[config.mk]
export PLATFORM = sky130hd
export DESIGN_NAME = pirq_core
export DESIGN_NICKNAME = d
export VERILOG_FILES = /design/src/logic/pirq_pkg.sv /design/src/logic/pirq_core.sv /design/src/logic/pirq_flag_bank.sv
export VERILOG_INCLUDE_DIRS = /design/src /design/src/logic
export SDC_FILE = /design/constraint.sdc
export NUM_CORES = 1
export LEC_CHECK = 0
export ABC_AREA = 1
export BUFFER_PORTS_ARGS = -buffer_cell sky130_fd_sc_hd__clkbuf_2
export CORE_MARGIN = 4
export CORE_UTILIZATION = 56
export DETAILED_ROUTE_END_ITERATION = 8
export PLACE_DENSITY = 0.81
export SLEW_MARGIN = 20
export SYNTH_ARGS = -nofsm -noshare
export SYNTH_HDL_FRONTEND = slang
export SYNTH_SLANG_ARGS = --single-unit
[constraint.sdc]
create_clock -name sys_clk -period 3.4 [get_ports sys_clk]
set_input_delay 0.17 -clock sys_clk [delete_from_list [all_inputs] [get_ports sys_clk]]
set_output_delay 0.17 -clock sys_clk [all_outputs]
set_load 0.01 [all_outputs]
[src/logic/pirq_params.svh]
`ifndef PIRQ_PARAMS_SVH
`define PIRQ_PARAMS_SVH

// Register addresses
`define PIRQ_ADDR_IRQ_CTL 8'h0b
`define PIRQ_ADDR_FLAGS_ONE 8'h0c
`define PIRQ_ADDR_FLAGS_TWO 8'h0d
`define PIRQ_ADDR_ENABLES_ONE 8'h8c
`define PIRQ_ADDR_ENABLES_TWO 8'h8d
`define PIRQ_ADDR_RESET_CAUSE 8'h8e
`define PIRQ_ADDR_RX_DATA 8'h1a
`define PIRQ_ADDR_TX_DATA 8'h19

// Field positions
`define PIRQ_BIT_CONV 6
`define PIRQ_BIT_RX 5
`define PIRQ_BIT_TX 4
`define PIRQ_BIT_SYNC 3
`define PIRQ_BIT_CCP 2
`define PIRQ_BIT_T2 1
`define PIRQ_BIT_T1 0
`define PIRQ_BIT_OSC 7
`define PIRQ_BIT_CMP 6
`define PIRQ_BIT_NV 4
`define PIRQ_BIT_POR 1
`define PIRQ_BIT_BOR 0
`define PIRQ_BIT_GIE 7
`define PIRQ_BIT_PERIPHERAL_GROUP_ENABLE 6

// Implemented and software-writable masks
`define PIRQ_MASK_ONE 8'h7f
`define PIRQ_MASK_ONE_SW 8'h4f
`define PIRQ_MASK_TWO 8'hd0
`define PIRQ_MASK_CTL 8'hc0
`define PIRQ_MASK_CAUSE 8'h03

// Reset values
`define PIRQ_RST_FLAGS 16'h0000
`define PIRQ_RST_BYTE 8'h00

`endif

[src/logic/pirq_pkg.sv]
package pirq_pkg;

    typedef struct packed {
        logic [7:0] addr;
        logic [7:0] wdata;
        logic wr;
        logic rd;
    } pirq_bus_req_s;

    typedef struct packed {
        logic convDone;
        logic rxLoad;
        logic txDrain;
        logic syncDone;
        logic ccpCapture;
        logic ccpMatch;
        logic timerTwoMatch;
        logic timerOneOverflow;
        logic oscFail;
        logic nvWriteDone;
        logic brownout;
    } pirq_events_s;

    typedef enum logic [1:0] {
        PIRQ_CCP_OFF = 2'h0,
        PIRQ_CCP_CAPTURE = 2'h1,
        PIRQ_CCP_COMPARE = 2'h2,
        PIRQ_CCP_PWM = 2'h3
    } pirq_ccp_mode_e;

    typedef struct packed {
        logic [7:0] enOne;
        logic [7:0] enTwo;
        logic global_irq_enable;
        logic peripheral_group_enable;
        logic por;
        logic bor;
        logic [1:0] compMeta;
        logic [1:0] compSync;
        logic [1:0] compPrev;
        logic compValid;
        logic [7:0] rdata;
        logic irq;
        logic rxRead;
        logic txWrite;
        logic [7:0] txData;
    } pirq_state_s;

endpackage

[src/logic/pirq_core.sv]
// Chosen here: the strobed register port.
`timescale 1ns/1ps
`include "pirq_params.svh"

// Functional notes
// - Event flags set whatever the individual, group or global enables hold.
// - Converter-done flag at bit 6 sets on conversion end, sticky until cleared.
// - Without a converter the converter-done flag is absent and reads zero.
// - Receive flag bit 5 marks buffered data, cleared only by reading receive data.
// - Transmit flag bit 4 marks empty buffer, cleared only by writing transmit data.
// - Sync serial flag bit 3 sets when a transfer finishes, sticky.
// - Capture/compare flag bit 2 sets on capture or match, never in PWM.
// - Timer-two flag bit 1 sets on period match, sticky.
// - Timer-one flag bit 0 sets on count overflow, sticky.
// - Second enable register holds bits 7, 6, 4; others read zero.
// - Oscillator-fail flag bit 7 sets on clock failover, sticky.
// - Comparator flag bit 6 sets on any comparator change, sticky.
// - Nonvolatile-write flag bit 4 sets when a write completes, sticky.
// - Second flag register bits 5 and 3..0 read zero.
// - Power-on status bit 1 clears on power-on reset until software sets it.
// - Brown-out status bit 0 clears on brown-out reset until software sets it.
// - Brown-out bit reads zero after power-on; meaningless with detection disabled.
// - Reset-cause bits 7..2 read zero.
// - No peripheral interrupt without the peripheral-group enable.
// - First enable register mirrors first flag register bit positions.
module pirq_core #(
    parameter bit HAS_CONVERTER = 1'b1
) (
    input wire logic sys_clk,
    input wire logic sys_rst,
    input wire pirq_pkg::pirq_bus_req_s busReq,
    output logic [7:0] rdData,
    input wire pirq_pkg::pirq_events_s ev,
    input wire pirq_pkg::pirq_ccp_mode_e ccpMode,
    input wire logic [1:0] compOut,
    input wire logic brownoutDetectEnable,
    input wire logic [7:0] rxData,
    output logic rxDataRead,
    output logic [7:0] txData,
    output logic txDataWrite,
    output logic periphIrq
);
    localparam logic [7:0] CONV_MASK = HAS_CONVERTER ? 8'h40 : 8'h00;
    localparam logic [7:0] ONE_MASK = `PIRQ_MASK_ONE & ~(8'h40 & ~CONV_MASK);
    localparam logic [7:0] ONE_SW_MASK = `PIRQ_MASK_ONE_SW & ONE_MASK;

    pirq_pkg::pirq_state_s st_q;
    pirq_pkg::pirq_state_s st_d;

    logic [15:0] flagSet;
    logic [15:0] flagClr;
    logic [15:0] flags;
    logic [7:0] flagsOne;
    logic [7:0] flagsTwo;
    logic [7:0] evOne;
    logic [7:0] evTwo;
    logic wrOne;
    logic wrTwo;
    logic rxRd;
    logic txWr;
    logic compChange;

    function automatic logic hit(input logic strobe, input logic [7:0] addr, input logic [7:0] target);
        hit = strobe && (addr == target);
    endfunction

    assign wrOne = hit(busReq.wr, busReq.addr, `PIRQ_ADDR_FLAGS_ONE);
    assign wrTwo = hit(busReq.wr, busReq.addr, `PIRQ_ADDR_FLAGS_TWO);
    assign rxRd = hit(busReq.rd, busReq.addr, `PIRQ_ADDR_RX_DATA);
    assign txWr = hit(busReq.wr, busReq.addr, `PIRQ_ADDR_TX_DATA);

    // Comparator outputs are treated as asynchronous, so edges come from the second stage
    assign compChange = st_q.compValid && (st_q.compSync != st_q.compPrev);

    always_comb begin
        evOne = 8'h00;
        evOne[`PIRQ_BIT_CONV] = ev.convDone & CONV_MASK[`PIRQ_BIT_CONV];
        evOne[`PIRQ_BIT_RX] = ev.rxLoad;
        evOne[`PIRQ_BIT_TX] = ev.txDrain;
        evOne[`PIRQ_BIT_SYNC] = ev.syncDone;
        evOne[`PIRQ_BIT_CCP] = ((ccpMode == pirq_pkg::PIRQ_CCP_CAPTURE) && ev.ccpCapture)
            || ((ccpMode == pirq_pkg::PIRQ_CCP_COMPARE) && ev.ccpMatch);
        evOne[`PIRQ_BIT_T2] = ev.timerTwoMatch;
        evOne[`PIRQ_BIT_T1] = ev.timerOneOverflow;
        evTwo = 8'h00;
        evTwo[`PIRQ_BIT_OSC] = ev.oscFail;
        evTwo[`PIRQ_BIT_CMP] = compChange;
        evTwo[`PIRQ_BIT_NV] = ev.nvWriteDone;
    end

    always_comb begin
        flagSet[7:0] = evOne | ({8{wrOne}} & busReq.wdata & ONE_SW_MASK);
        flagSet[15:8] = evTwo | ({8{wrTwo}} & busReq.wdata & `PIRQ_MASK_TWO);
        flagClr[7:0] = {8{wrOne}} & ~busReq.wdata & ONE_SW_MASK;
        flagClr[`PIRQ_BIT_RX] = rxRd;
        flagClr[`PIRQ_BIT_TX] = txWr;
        flagClr[15:8] = {8{wrTwo}} & ~busReq.wdata & `PIRQ_MASK_TWO;
    end

    pirq_flag_bank #(
        .W(16)
    ) u_flags (
        .sys_clk(sys_clk),
        .sys_rst(sys_rst),
        .setEv(flagSet),
        .clrEv(flagClr),
        .flags(flags)
    );

    // Masking on the way out keeps absent bits at zero even if a set slipped in
    assign flagsOne = flags[7:0] & ONE_MASK;
    assign flagsTwo = flags[15:8] & `PIRQ_MASK_TWO;

    always_comb begin
        st_d = st_q;
        st_d.compMeta = compOut;
        st_d.compSync = st_q.compMeta;
        st_d.compPrev = st_q.compSync;
        st_d.compValid = 1'b1;
        st_d.rxRead = rxRd;
        st_d.txWrite = txWr;
        if (txWr) begin
            st_d.txData = busReq.wdata;
        end
        if (busReq.wr) begin
            unique case (busReq.addr)
                `PIRQ_ADDR_IRQ_CTL: begin
                    st_d.global_irq_enable = busReq.wdata[`PIRQ_BIT_GIE];
                    st_d.peripheral_group_enable = busReq.wdata[`PIRQ_BIT_PERIPHERAL_GROUP_ENABLE];
                end
                `PIRQ_ADDR_ENABLES_ONE: begin
                    st_d.enOne = busReq.wdata & ONE_MASK;
                end
                `PIRQ_ADDR_ENABLES_TWO: begin
                    st_d.enTwo = busReq.wdata & `PIRQ_MASK_TWO;
                end
                `PIRQ_ADDR_RESET_CAUSE: begin
                    st_d.por = busReq.wdata[`PIRQ_BIT_POR];
                    st_d.bor = busReq.wdata[`PIRQ_BIT_BOR];
                end
                default: begin
                end
            endcase
        end
        // Hardware evidence of a brown-out outranks a software set in the same cycle
        if (ev.brownout && brownoutDetectEnable) begin
            st_d.bor = 1'b0;
        end
        st_d.rdata = `PIRQ_RST_BYTE;
        if (busReq.rd) begin
            unique case (busReq.addr)
                `PIRQ_ADDR_IRQ_CTL: st_d.rdata = {st_q.global_irq_enable, st_q.peripheral_group_enable, 6'h00};
                `PIRQ_ADDR_FLAGS_ONE: st_d.rdata = flagsOne;
                `PIRQ_ADDR_FLAGS_TWO: st_d.rdata = flagsTwo;
                `PIRQ_ADDR_ENABLES_ONE: st_d.rdata = st_q.enOne;
                `PIRQ_ADDR_ENABLES_TWO: st_d.rdata = st_q.enTwo;
                `PIRQ_ADDR_RESET_CAUSE: st_d.rdata = {6'h00, st_q.por, st_q.bor};
                `PIRQ_ADDR_RX_DATA: st_d.rdata = rxData;
                default: st_d.rdata = `PIRQ_RST_BYTE;
            endcase
        end
        st_d.irq = st_q.global_irq_enable && st_q.peripheral_group_enable
            && (|(flagsOne & st_q.enOne) || |(flagsTwo & st_q.enTwo));
    end

    // Power-on is the asynchronous reset; the brown-out bit has no defined meaning here
    always_ff @(posedge sys_clk or posedge sys_rst) begin
        if (sys_rst) begin
            st_q <= '0;
        end else begin
            st_q <= st_d;
        end
    end

    assign rdData = st_q.rdata;
    assign rxDataRead = st_q.rxRead;
    assign txDataWrite = st_q.txWrite;
    assign txData = st_q.txData;
    assign periphIrq = st_q.irq;
endmodule

[src/logic/pirq_flag_bank.sv]
`timescale 1ns/1ps
`include "pirq_params.svh"

// Sticky flags: a set in the same cycle as a clear wins
module pirq_flag_bank #(
    parameter int W = 16
) (
    input wire logic sys_clk,
    input wire logic sys_rst,
    input wire logic [W-1:0] setEv,
    input wire logic [W-1:0] clrEv,
    output logic [W-1:0] flags
);
    typedef struct packed {
        logic [W-1:0] flags;
    } pirq_bank_s;

    pirq_bank_s st_q;
    pirq_bank_s st_d;

    always_comb begin
        st_d = st_q;
        st_d.flags = setEv | (st_q.flags & ~clrEv);
    end

    always_ff @(posedge sys_clk or posedge sys_rst) begin
        if (sys_rst) begin
            st_q <= '0;
        end else begin
            st_q <= st_d;
        end
    end

    assign flags = st_q.flags;
endmodule

# == After elaboration in Yosys (flattened, before gate mapping) ==
# Index checks and enable logic that the tools add are counted.
# totals
ff_bits,56
in_bits,44
out_inout_bits,19
# op_classes
eq_ne,11
muxes,5
bitwise,12
reduce_logical,21
# op_table
op,count
$pmux W8 S7,1
$and A8 B8 Y8,3
$eq A8 B4 Y1 const B,3
$eq A8 B8 Y1 const B,3
$and A7 B7 Y7,3
$and A16 B16 Y16,1
$eq A8 B5 Y1 const B,2
$not A16 Y16,1
$or A16 B16 Y16,1
$reduce_or A8 Y1,2
$logic_and A1 B1 Y1,10
$reduce_and A2 Y1,5
$mux W8,1
$not A8 Y8,1
$or A8 B8 Y8,1
$or A7 B7 Y7,1
$reduce_bool A2 Y1,2
$mux W1,3
$eq A2 B1 Y1 const B,1
$eq A2 B2 Y1 const B,1
$logic_or A1 B1 Y1,2
$ne A2 B2 Y1,1

# == Longest topological paths before layout ==
# Gate-level depths: netlist (run 1).
# logic_depth
word_depth,6
mapped_depth,9
depth_no_buf,9

# == Hierarchy ==
# From an unflattened synthesis (run 1), not the netlist that was laid out.
# unflattened
cells_unflattened,339
area_unflattened_um2,2777.7
# modules_own_cells
module,instances,cells_each,area_per_inst_um2,seq_area_each_um2
pirq_core,1,258,2133.3,1001.0
pirq_flag_bank,1,81,644.4,400.4

# == Worst setup path after synthesis (run 1) ==
# OpenSTA, ideal clock, no wires.
# synth_timing
path_type,input-to-reg
startpoint,input port busReq[11] (netlist bit)
endpoint,register st_q[34] (netlist bit)
setup_time_ps,119
arrival_time_ps,994
required_time_ps,3281
setup_slack_ps,2287
cell_stages,7
n_path_buf,0
path_cell_list,inv_1 > nand2_1 > nor2_1 > nand2_1 > nor2_2 > nand2_1 > o21a_1
# synth_between
elab_chain_cells,2
# synth_rtl
item,line_no,rtl
"start, declared",pirq_core.sv:31,"input wire pirq_pkg::pirq_bus_req_s busReq,"
$eq A8 B8 Y1,pirq_core.sv:126,unique case (busReq.addr)
$reduce_and A2 Y1 (no source line),n/a,
"end signal, assigned",pirq_core.sv:171,st_q <= st_d;
"end, declared",pirq_core.sv:47,pirq_pkg::pirq_state_s st_q;
# No other way between the ends.
# A chain may end at the register's enable or synchronous reset.

# == Worst setup path after layout (run 1) ==
# layout_timing
startpoint,input port busReq[14] (netlist bit)
endpoint,register st_q[38] (netlist bit)
# Same word-level chain as after synthesis.

==> results of run 1 <==
[path summary, 6_finish.rpt]
check / to / depth (start not counted) / start
min in group sys_clk: u_flags.flags[1] / 3 / ev[4]
max in group asynchronous: txData[2] / 2 / sys_rst
worst min register to register: st_d[20] / 0 / st_d[22]
worst min-delay path: st_d[22] / 2 / sys_rst
worst max register to register: periphIrq / 4 / u_flags.flags[2]
worst max-delay path: st_q[38] / 8 / busReq[14]
[worst max-delay path: cells and delay by family]
kind | cells | cell delay, ns
AO/OA/AOI/OAI | 1 | 0.04
AND/OR/NAND/NOR | 5 | 1.36
buffers and inverters | 2 | 0.14
[per-layer routing]
metal,global-route usage,routed length [um]
met4,0.0744,92
met1,0.296,2320
met5,0,0
met2,0.327,2280
met3,0.0465,368
[through the flow]
stage | util | hold WS, ns | setup WS [ns]
floorplan | - | 0.201 | 2.03
global placement | 0.643 | 0.279 | 1.67
detailed placement | 0.643 | 0.280 | 1.60
CTS | 0.671 | 0.0404 | 1.92
global route | 0.671 | 0.0277 | 1.64
finish | 0.671 | -0.0324 | 1.89
[state kept, by name, summed over array words and instances (netlist names)]
| register | flops |
|---|---|
| periphIrq | 1 |
| rxDataRead | 1 |
| txData | 8 |
| st_q | 17 |
| rdData | 8 |
| st_d | 4 |
| u_flags.flags | 10 |
| txDataWrite | 1 |
[cell families after synthesis]
| family | share of synthesized area |
|---|---|
| AND/OR/NAND/NOR | 0.272 |
| flip-flops | 0.524 |
| buffers and inverters | 0.106 |
| other | 0.00157 |
| XOR/XNOR | 0.00733 |
| AO/OA/AOI/OAI | 0.0895 |
[power breakdown]
part	leakage (nW)	switching (W)	internal (W)	total, W
registers	0.617	0.0000115	0.000613	0.000624
logic	0.803	0.0000602	0.0000396	0.0000998
clock network	0.0447	0.000210	0.000149	0.000358
total	1.46	0.000281	0.000801	0.00108
[layout make-up]
| type | instances | area [um^2] |
|---|---|---|
| Fill cell | 343 | 1340 |
| Sequential cell | 50 | 1250 |
| Multi-Input combinational cell | 186 | 886 |
| Timing Repair Buffer | 64 | 330 |
| Inverter | 26 | 98.8 |
| Clock buffer | 5 | 68.8 |
| Tap cell | 50 | 62.6 |
| Clock inverter | 3 | 25.0 |
[timing repair]
item | CTS | global route
buffers inserted | 0 | 0
hold buffers | 2 | 0
hold endpoints to repair | 2 | 0
[Yosys cell counts]
cell type,n
conb_1,1
nand2_1,82
a21o_1,1
inv_1,23
buf_2,1
and2_1,1
buf_4,17
inv_2,3
nor2_1,18
and3_1,1
nand3_1,36
o211ai_1,1
nor3_1,1
nand2_2,4
a21oi_1,9
nor2_4,3
nor2_2,3
xor2_1,2
a31oi_1,2
dfrtp_1,50
o21bai_1,1
a21oi_2,1
o21ai_2,6
o21ai_0,10
o21a_1,3
buf_6,2
==> qor.yml, run 1 <==
synth:
  ys_warn_count: 0
  post-synth-top-area-cell: "dfrtp_1"
  synth-seq-area-share: 0.524
  ys_types: 26
  synth-seq-cells: 50
  syn_area_um2: 2390
  synth_area_leaders: "dfrtp_1 52%, nand2_1 13%, nand3_1 7.5%, buf_4 5.3%, inv_1 3.6%"
  postSynthAreaPerCell_um2: 8.47
  syn-instance-count: 282
  synth_nets: 326
  synth_top_area_frac: 0.524
power:
  fin_total_pwr_w: 0.00108
  peakVddDrop_v: 0.000289
  power_density_nw_per_um2: 398
  leakagePower_nw: 1.46
final_layout:
  final_area_um2: 2720
  drive_gt1_frac: 0.272
  final_common_cell: "nand2_1"
  area_growth_pct: 13.9
  diodes: 0
  final_cell_mix: "82 x nand2_1, 62 x clkbuf_2, 50 x dfrtp_1"
  post_layout_nonfiller_instances: 384
  nNetsFinal: 377
worst_setup_path:
  slowest_delay_ns: 0.50
  crit_arrival_ns: 1.71
  worstPathRequired_ns: 3.60
  worst-setup-path-type: "in -> reg"
  r2r_setup_slack_ns: 2.44
  critical_path.max_fanout: 11
  cp-end-kind: "flip-flop"
  cpMostUsedCell: "nor2_1"
  crit_path_cell_trace: "clkbuf_2, inv_1, nand2_1, nor2_1, and2_1, nand2_2, nor2_1, a21oi_2"
  critPathSlowestCell: "nor2_1"
  start_kind: "input port"
placement:
  io_buffers: 62
  place_inst: 374
  hpwl_um: 3840
  gp_congestion: 0.894
  placed_area_um2: 2610
sta:
  setup_viol_count_final: 0
  fmax_mhz: 661
  rsz0062_at_grt: "false"
  fin_crit_sh: 0.445
  worst_pin_slew_ns: 0.825
  tns_ns: 0
  finalCriticalPeriod_ns: 1.51
  finalHoldViolations: 50
  relSlewSlack: 0.449
  hold_ws_ns: -0.0324
  fin_skew_ns: 0.00387
  finalMaxSlewViolations: 0
outcome:
  violations: "hold timing"
  status: "finished, violations left"
clock_tree:
  path_clk_slew_ns: 0.09
  cts_tree: "done"
  cts.sinks: 50
  tritoncts.num_buffers: 5
  clk_latency_ns: 0.31
  cts_resized: 0
  cts_buffer_depth: 2
  root_buffer: "clkbuf_8"
  htreeDepth: 2
detailed_routing:
  ant_nets: 0
  drt-initial-drc-count: 143
  via_per_inst: 5.04
  wl_um: 5060
  vias: 1937
  wl_per_cell_um: 13.2
  first_pass_iters: 4
  drc: 0
global_route:
  grt_first_pass_wirelength_um: 8710
  grt_usage: 0.211
  grt_pass1_vias: 1888
  grt_antenna_before_repair: 0
  overflow: 0
  grt_max_degree: 51
floorplanning:
  dieArea_um2: 5380
  floorplan.initialDensity: 0.589
  die_w_um: 73.3
  ioPinCount: 63
  coreArea_um2: 4060
  die_h_um: 73.3
  rows: 23
hold_path:
  hold_path.class: "in -> async"
flow_run:
  cap_violations: 0
Power figures use the tool's default switching activity.
==> run 2, diff against run 1 <==
Settings changed: CORE_UTILIZATION 56 to 52, PLACE_DENSITY 0.81 to 0.76.
Clock period 3.4 ns to 1.5 ns, I/O delays scaled along.
==> run 2 against run 1 <==
- the run now ends clean
- worst hold slack improved by 0.035 ns
- non-clock buffer count increased by 18
- worst setup slack lost 1.4 ns
- critical endpoint is now u_flags.flags[3]
- register-to-register slack worse by 1.9 ns
- largest power group unchanged
- clock power rose to 2.7 times the previous value
- clock skew grew 0.0066 ns
- global-route usage fell by 0.93 points
- combinational power increased to 2.6 times the previous value
- largest cell class unchanged
==> qor.yml, run 2 (synthesized netlist as in run 1, its figures left out) <==
worst_setup_path:
  cp-end-kind: "flip-flop"  # unchanged
  r2r_setup_slack_ns: 0.52  # was 2.44 ns
  cp_num_buf_inv: 3  # was 2
  start_kind: "input port"  # unchanged
  critPathSlowestCell: "nor2_4"  # was nor2_1
  crit_family: "simple AND/OR/NAND/NOR gates"  # unchanged
  critical_path.max_fanout: 10  # was 11
  slowest_delay_ns: 0.23  # was 0.50 ns
  crit_arrival_ns: 1.22  # was 1.71 ns
  worstPathRequired_ns: 1.70  # was 3.60 ns
  crit_path_cell_trace: "clkbuf_2, inv_1, nand2_2, nor2_4, nand2_1, nor2_4, inv_2, a21oi_1, nand2_1"  # was clkbuf_2, inv_1, nand2_1, nor2_1, and2_1, nand2_2, nor2_1, a21oi_2
  worst-setup-path-type: "in -> reg"  # unchanged
placement:
  io_buffers: 62  # unchanged
  place_inst: 382  # was 374
  gp_congestion: 0.888  # was 0.894
  hpwl_um: 3980  # was 3840 um
  placed_area_um2: 2670  # was 2610 um^2
power:
  peakVddDrop_v: 0.000689  # was 0.000289 V
  pwr-share-seq: 0.539  # was 0.577
  p_switching_w: 0.000622  # was 0.000281 W
  power_density_nw_per_um2: 901  # was 398 nW/um^2
  clock_power_share: 0.362  # was 0.331
  p_int_w: 0.00201  # was 0.000801 W
  p_comb_frac: 0.099  # was 0.092
  netSwitchingFraction: 0.237  # was 0.260
  leakagePower_nw: 1.56  # was 1.46 nW
detailed_routing:
  vias: 2019  # was 1,937
  wl_um: 5390  # was 5060 um
  first_pass_iters: 4  # unchanged
  drc: 0  # unchanged
  wl_per_cell_um: 13.3  # was 13.2 um
  drt-initial-drc-count: 85  # was 143
  via_per_inst: 5.00  # was 5.04
  ant_nets: 0  # unchanged
floorplanning:
  die_h_um: 75.8  # was 73.3 um
  coreArea_um2: 4410  # was 4060 um^2
  die_w_um: 75.8  # was 73.3 um
  ioPinCount: 63  # unchanged
  floorplan.initialDensity: 0.541  # was 0.589
  dieArea_um2: 5740  # was 5380 um^2
  rows: 24  # was 23
sta:
  setup_viol_count_final: 0  # unchanged
  finalHoldViolations: 0  # was 50
  fmax_mhz: 982
  fin_crit_sh: 0.679
  tns_ns: 0  # unchanged
  hold_ws_ns: 0.00229  # was -0.0324 ns
  worst_pin_slew_ns: 0.516  # was 0.825 ns
  fin_skew_ns: 0.0105  # was 0.00387 ns
  finalMaxSlewViolations: 0  # unchanged
  finalCriticalPeriod_ns: 1.02
  rsz0062_at_grt: "false"  # unchanged
  relSlewSlack: 0.655  # was 0.449
clock_tree:
  cts_tree: "done"  # unchanged
  path_clk_slew_ns: 0.10  # was 0.09 ns
  htreeDepth: 2  # unchanged
  cts.sinks: 50  # unchanged
  cts_buffer_depth: 2  # unchanged
  post_cts_buffers: 0  # unchanged
  clk_latency_ns: 0.31  # about the same
  cts_resized: 0  # unchanged
  tritoncts.num_buffers: 5  # unchanged
  root_buffer: "clkbuf_8"  # unchanged
final_layout:
  final_area_um2: 2920  # was 2720 um^2
  largest_reg_flops: 17  # unchanged
  area_growth_pct: 22.1  # was 13.9%
  nNetsFinal: 395  # was 377
  final_common_cell: "nand2_1"  # unchanged
  diodes: 0  # unchanged
  final_cell_mix: "82 x nand2_1, 62 x clkbuf_2, 50 x dfrtp_1"  # unchanged
  fill_cells: 379  # was 343
  largest_register: "st_q"  # unchanged
  post_layout_nonfiller_instances: 404  # was 384
  finalCoreUtilization: 0.661  # was 0.671
  drive_gt1_frac: 0.273  # was 0.272
global_route:
  grt_max_degree: 32  # was 51
  grt_usage: 0.202  # was 0.211
  overflow: 0  # unchanged
  grt_antenna_before_repair: 0  # unchanged
  grt_first_pass_wirelength_um: 8790  # was 8710 um
  grt_pass1_vias: 1933  # was 1,888
outcome:
  status: "finished, final reports clean"  # was finished, violations left
flow_run:
  cap_violations: 0  # unchanged
hold_path:
  hold_path.class: "in -> reg"  # was in -> async
-- run 2: layout make-up --
type                            instances  area (um^2)  area share
Timing Repair Buffer                   82          508       0.174
Inverter                               26         97.6      0.0334
Multi-Input combinational cell        186          886       0.304
Tap cell                               52         65.1      0.0223
Sequential cell                        50         1250       0.429
Clock inverter                          2         37.5      0.0129
Clock buffer                            6         72.6      0.0249
-- run 2: timing repair --
action | in CTS | in global routing
hold endpoints to repair | 30 | 0
setup endpoints to repair | 0 | 0
hold buffers | 14 | 0
-- run 2: path summary, 6_finish.rpt --
path / endpoint / depth (start not counted) / from
max: u_flags.flags[3] / 9 / busReq[16]
min: rdData[3] / 3 / busReq[0]
max reg2reg: periphIrq / 4 / u_flags.flags[1]
min reg2reg: st_d[20] / 0 / st_d[22]
max in group asynchronous: st_q[29] / 4 / sys_rst
min in group asynchronous: u_flags.flags[6] / 3 / sys_rst
-- run 2: routing by layer --
layer  vias up  routed length, um  track usage
li1       1018                  -            -
met1       925               2390        0.276
met2        64               2580        0.324
met3        12                325       0.0383
met4         0                 93       0.0680
met5         -                  0            0
-- run 2: power by group through the flow --
stage	Combinational, W	Clock, W	Sequential, W
after floorplan	0.000132	0	0.00143
after global placement	0.000230	0	0.00144
after detailed placement	0.000233	0	0.00144
after CTS	0.000262	0.000963	0.00142
after global routing	0.000294	0.00102	0.00142
final	0.000261	0.000950	0.00142
-- run 2: worst reg2reg max path: stages, from the launching register on --
cell and delay [ns]:
dfrtp_1 0.43, nand2_1 0.07, o21ai_0 0.10, a21oi_1 0.16, a31oi_1 0.10
-- run 2: metrics by stage --
step           power [W]  worst slack (ns)
6_report         0.00263             0.482
5_1_grt          0.00273             0.331
4_1_cts          0.00264             0.493
3_5_place_dp     0.00168             0.186
3_3_place_gp     0.00167             0.194
2_1_floorplan    0.00157             0.224
==> run 3, diff against run 2 <==
Settings changed: ABC_AREA 1 to 0, CORE_UTILIZATION 52 to 47, PLACE_DENSITY 0.76 to 0.72.
Clock period 1.5 ns to 0.9 ns, I/O delays scaled along.
==> run 3 against run 2 <==
- the run now ends with setup timing left
- count of clock-buffer cells in the layout did not move
- non-clock buffer count grew 38
- total power is 62% higher
- highest routed layer unchanged
- clock skew down 0.0014 ns
- flip-flop and latch count is the same
==> qor.yml, run 3 <==
synth:
  yosys.area_share.xor_xnor: 0.00730  # was 0.00733
  synthAdderAreaFrac: 0  # unchanged
  synth_top_family_by_area: "multiplexers"  # was simple AND/OR/NAND/NOR gates
  synth_edf_count: 0  # unchanged
  synth_nets: 247  # was 326
  synthMuxAreaShare: 0.154  # was 0
  synth_commonest_cells: "50 x dfrtp_1, 16 x a21oi_1, 16 x buf_4"  # was 82 x nand2_1, 50 x dfrtp_1, 36 x nand3_1
  synth_simple_gate_area_frac: 0.126  # was 0.272
  synth_top_area_frac: 0.522  # was 0.524
  synth_compound_area_frac: 0.111  # was 0.0895
  ys_warn_count: 0  # unchanged
  ys_types: 39  # was 26
  synth-seq-cells: 50  # unchanged
  syn_area_um2: 2400  # was 2390 um^2
  synth.most_common_cell: "dfrtp_1"  # was nand2_1
  syn-instance-count: 203  # was 282
  postSynthAreaPerCell_um2: 11.8  # was 8.47 um^2
  synth-seq-area-share: 0.522  # was 0.524
  synth_top_flop_cell: "dfrtp_1"  # unchanged
  synthArstFlopShare: 1.00  # unchanged
  post-synth-top-area-cell: "dfrtp_1"  # unchanged
  synth_area_leaders: "dfrtp_1 52%, mux2_2 6.1%, buf_4 5.0%, mux2_4 5.0%, a21oi_1 3.3%"  # was dfrtp_1 52%, nand2_1 13%, nand3_1 7.5%, buf_4 5.3%, inv_1 3.6%
placement:
  hpwl_um: 4350  # was 3980 um
  place_inst: 351  # was 382
  io_buffers: 62  # unchanged
  placed_area_um2: 3020  # was 2670 um^2
  gp_congestion: 0.838  # was 0.888
outcome:
  violations: "setup timing"
  status: "finished, violations left"  # was finished, final reports clean
global_route:
  grt_antenna_before_repair: 0  # unchanged
  grt_pass1_vias: 1975  # was 1,933
  grt_max_degree: 24  # was 32
  grt_first_pass_wirelength_um: 10300  # was 8790 um
  grt_usage: 0.214  # was 0.202
  overflow: 0  # unchanged
sta:
  finalCriticalPeriod_ns: 1.33
  worst_slack_ns: -0.432  # was 0.482 ns
  fmax_mhz: 751
  setup_viol_count_final: 42  # was 0
  finalMaxSlewViolations: 0  # unchanged
  finalHoldViolations: 0  # unchanged
  hold_ws_ns: 0.0152  # was 0.00229 ns
  rsz0062_at_grt: "true"  # was false
  fin_skew_ns: 0.00902  # was 0.0105 ns
  fin_crit_sh: 1.48
final_layout:
  largest_reg_flops: 17  # unchanged
  multi_input_area_um2: 1170  # was 886 um^2
  final_common_cell: "clkbuf_2"  # was nand2_1
  largest_register: "st_q"  # unchanged
  final_area_um2: 3460  # was 2920 um^2
  drive_gt1_frac: 0.578  # was 0.273
  regArea_um2: 1250  # unchanged
  area_growth_pct: 44.3  # was 22.1%
  diodes: 0  # unchanged
  post_layout_nonfiller_instances: 375  # was 404
  nNetsFinal: 352  # was 395
  fill_cells: 376  # was 379
  final_cell_mix: "58 x clkbuf_2, 50 x dfrtp_1, 38 x buf_4"  # was 82 x nand2_1, 62 x clkbuf_2, 50 x dfrtp_1
floorplanning:
  die_h_um: 79.4  # was 75.8 um
  ioPinCount: 63  # unchanged
  die_w_um: 79.4  # was 75.8 um
  coreArea_um2: 4820  # was 4410 um^2
  dieArea_um2: 6310  # was 5740 um^2
  rows: 25  # was 24
  floorplan.initialDensity: 0.498  # was 0.541
flow_run:
  cap_violations: 0  # unchanged
detailed_routing:
  via_per_inst: 5.29  # was 5.00
  wl_per_cell_um: 17.4  # was 13.3 um
  wl_um: 6520  # was 5390 um
  drt-initial-drc-count: 105  # was 85
  first_pass_iters: 4  # unchanged
  ant_nets: 0  # unchanged
  drc: 0  # unchanged
  vias: 1983  # was 2,019
clock_tree:
  cts_tree: "done"  # unchanged
  cts_buffer_depth: 2  # unchanged
  htreeDepth: 2  # unchanged
  clk_latency_ns: 0.30  # was 0.31 ns
  root_buffer: "clkbuf_8"  # unchanged
  tritoncts.num_buffers: 5  # unchanged
  path_clk_slew_ns: 0.08  # was 0.10 ns
  cts.sinks: 50  # unchanged
hold_path:
  hold_path.class: "in -> reg"  # unchanged
  min_from: "ev[7]"  # was busReq[0]
worst_setup_path:
  crit_arrival_ns: 1.51  # was 1.22 ns
  worstReg2RegStart: "st_q[34]"  # was u_flags.flags[1]
  critical_path.max_fanout: 5  # was 10
  cp-end-kind: "flip-flop"  # unchanged
  worstPathRequired_ns: 1.08  # was 1.70 ns
  worst-setup-path-type: "in -> reg"  # unchanged
  cp-startpoint: "busReq[15]"  # was busReq[16]
  start_kind: "input port"  # unchanged
power:
  leakagePower_nw: 1.65  # was 1.56 nW
  peakVddDrop_v: 0.00119  # was 0.000689 V
  power_density_nw_per_um2: 1230  # was 901 nW/um^2
-- run 3: changes by cell type in the layout (fill, tap and decap cells not counted), moves of 9 or more --
cell | previous run | this run
buf_4 | 5 | 38
mux2_4 | 0 | 9
nor3_1 | 1 | 12
mux2_2 | 0 | 12
buf_6 | 0 | 12
nor2_1 | 18 | 7
inv_1 | 22 | 4
nand2_1 | 82 | 6
nand3_1 | 36 | 0
-- run 3: cell type report --
cell class,instances,area share
Sequential cell,50,0.361
Multi-Input combinational cell,125,0.339
Timing Repair Buffer,120,0.244
Tap cell,67,0.0242
Clock buffer,6,0.0210
Inverter,6,0.00759
Clock inverter,1,0.00217
-- run 3: final timing paths --
check                              endpoint  cells past startpoint  slack, ns
hold / removal             u_flags.flags[3]                      3       0.02
max in group asynchronous  u_flags.flags[4]                      4       0.24
setup reg to reg                  rdData[4]                      3      -0.32
hold reg to reg                    st_d[21]                      0       0.36
min in group asynchronous         txData[6]                      3       0.24
setup / recovery                   st_q[34]                      5      -0.43
-- run 3: power by group --
group | switching (W) | total (W) | internal, W
sequential | 0.0000390 | 0.00235 | 0.00231
clock | 0.000716 | 0.00125 | 0.000534
combinational | 0.000305 | 0.000651 | 0.000346
total | 0.00106 | 0.00425 | 0.00319
-- run 3: per-layer routing --
layer / part of all wire / global-route usage / up-vias
li1: - / - / 932
met1: 0.44 / 0.286 / 976
met2: 0.50 / 0.356 / 69
met3: 0.050 / 0.0395 / 6
met4: 0.012 / 0.0567 / 0
met5: 0 / 0 / -
-- run 3: what timing repair did --
item / 4_1_cts / 5_1_grt
endpoints found under the setup margin: 42 / 45
hold buffers: 9 / 0
endpoints found under the hold margin: 57 / 0
cloned: 2 / 0
pin swaps: 5 / 7
gates resized for setup: 21 / 31
setup buffers: 3 / 4
-- run 3: per-stage QoR --
stage / utilization / setup TNS (ns) / power, W / setup slack (ns)
global route: 0.719 / -14.33 / 0.00447 / -0.436
finish: 0.719 / -13.63 / 0.00425 / -0.432
global placement: 0.626 / -25.48 / 0.00293 / -0.774
detailed placement: 0.626 / -25.98 / 0.00294 / -0.794
floorplan: - / -19.41 / 0.00266 / -0.702
CTS: 0.687 / -12.68 / 0.00424 / -0.436
-- run 3: worst max-delay path, stage by stage --
cell and delay (ns):
buf_6 0.10, or4b_4 0.55, buf_6 0.16, or3_4 0.39
mux2_2 0.28
-- run 3: logic make-up (layout without fill, tap and decap cells) --
group                     after synthesis  in the layout
AOI/OAI and AO/OA                      40             40
DFF                                    50             50
other                                   1              1
muxes                                  30             30
xor gates and xnor gates                2              2
buffers and inverters                  30            133
and+or+nand+nor                        50             52
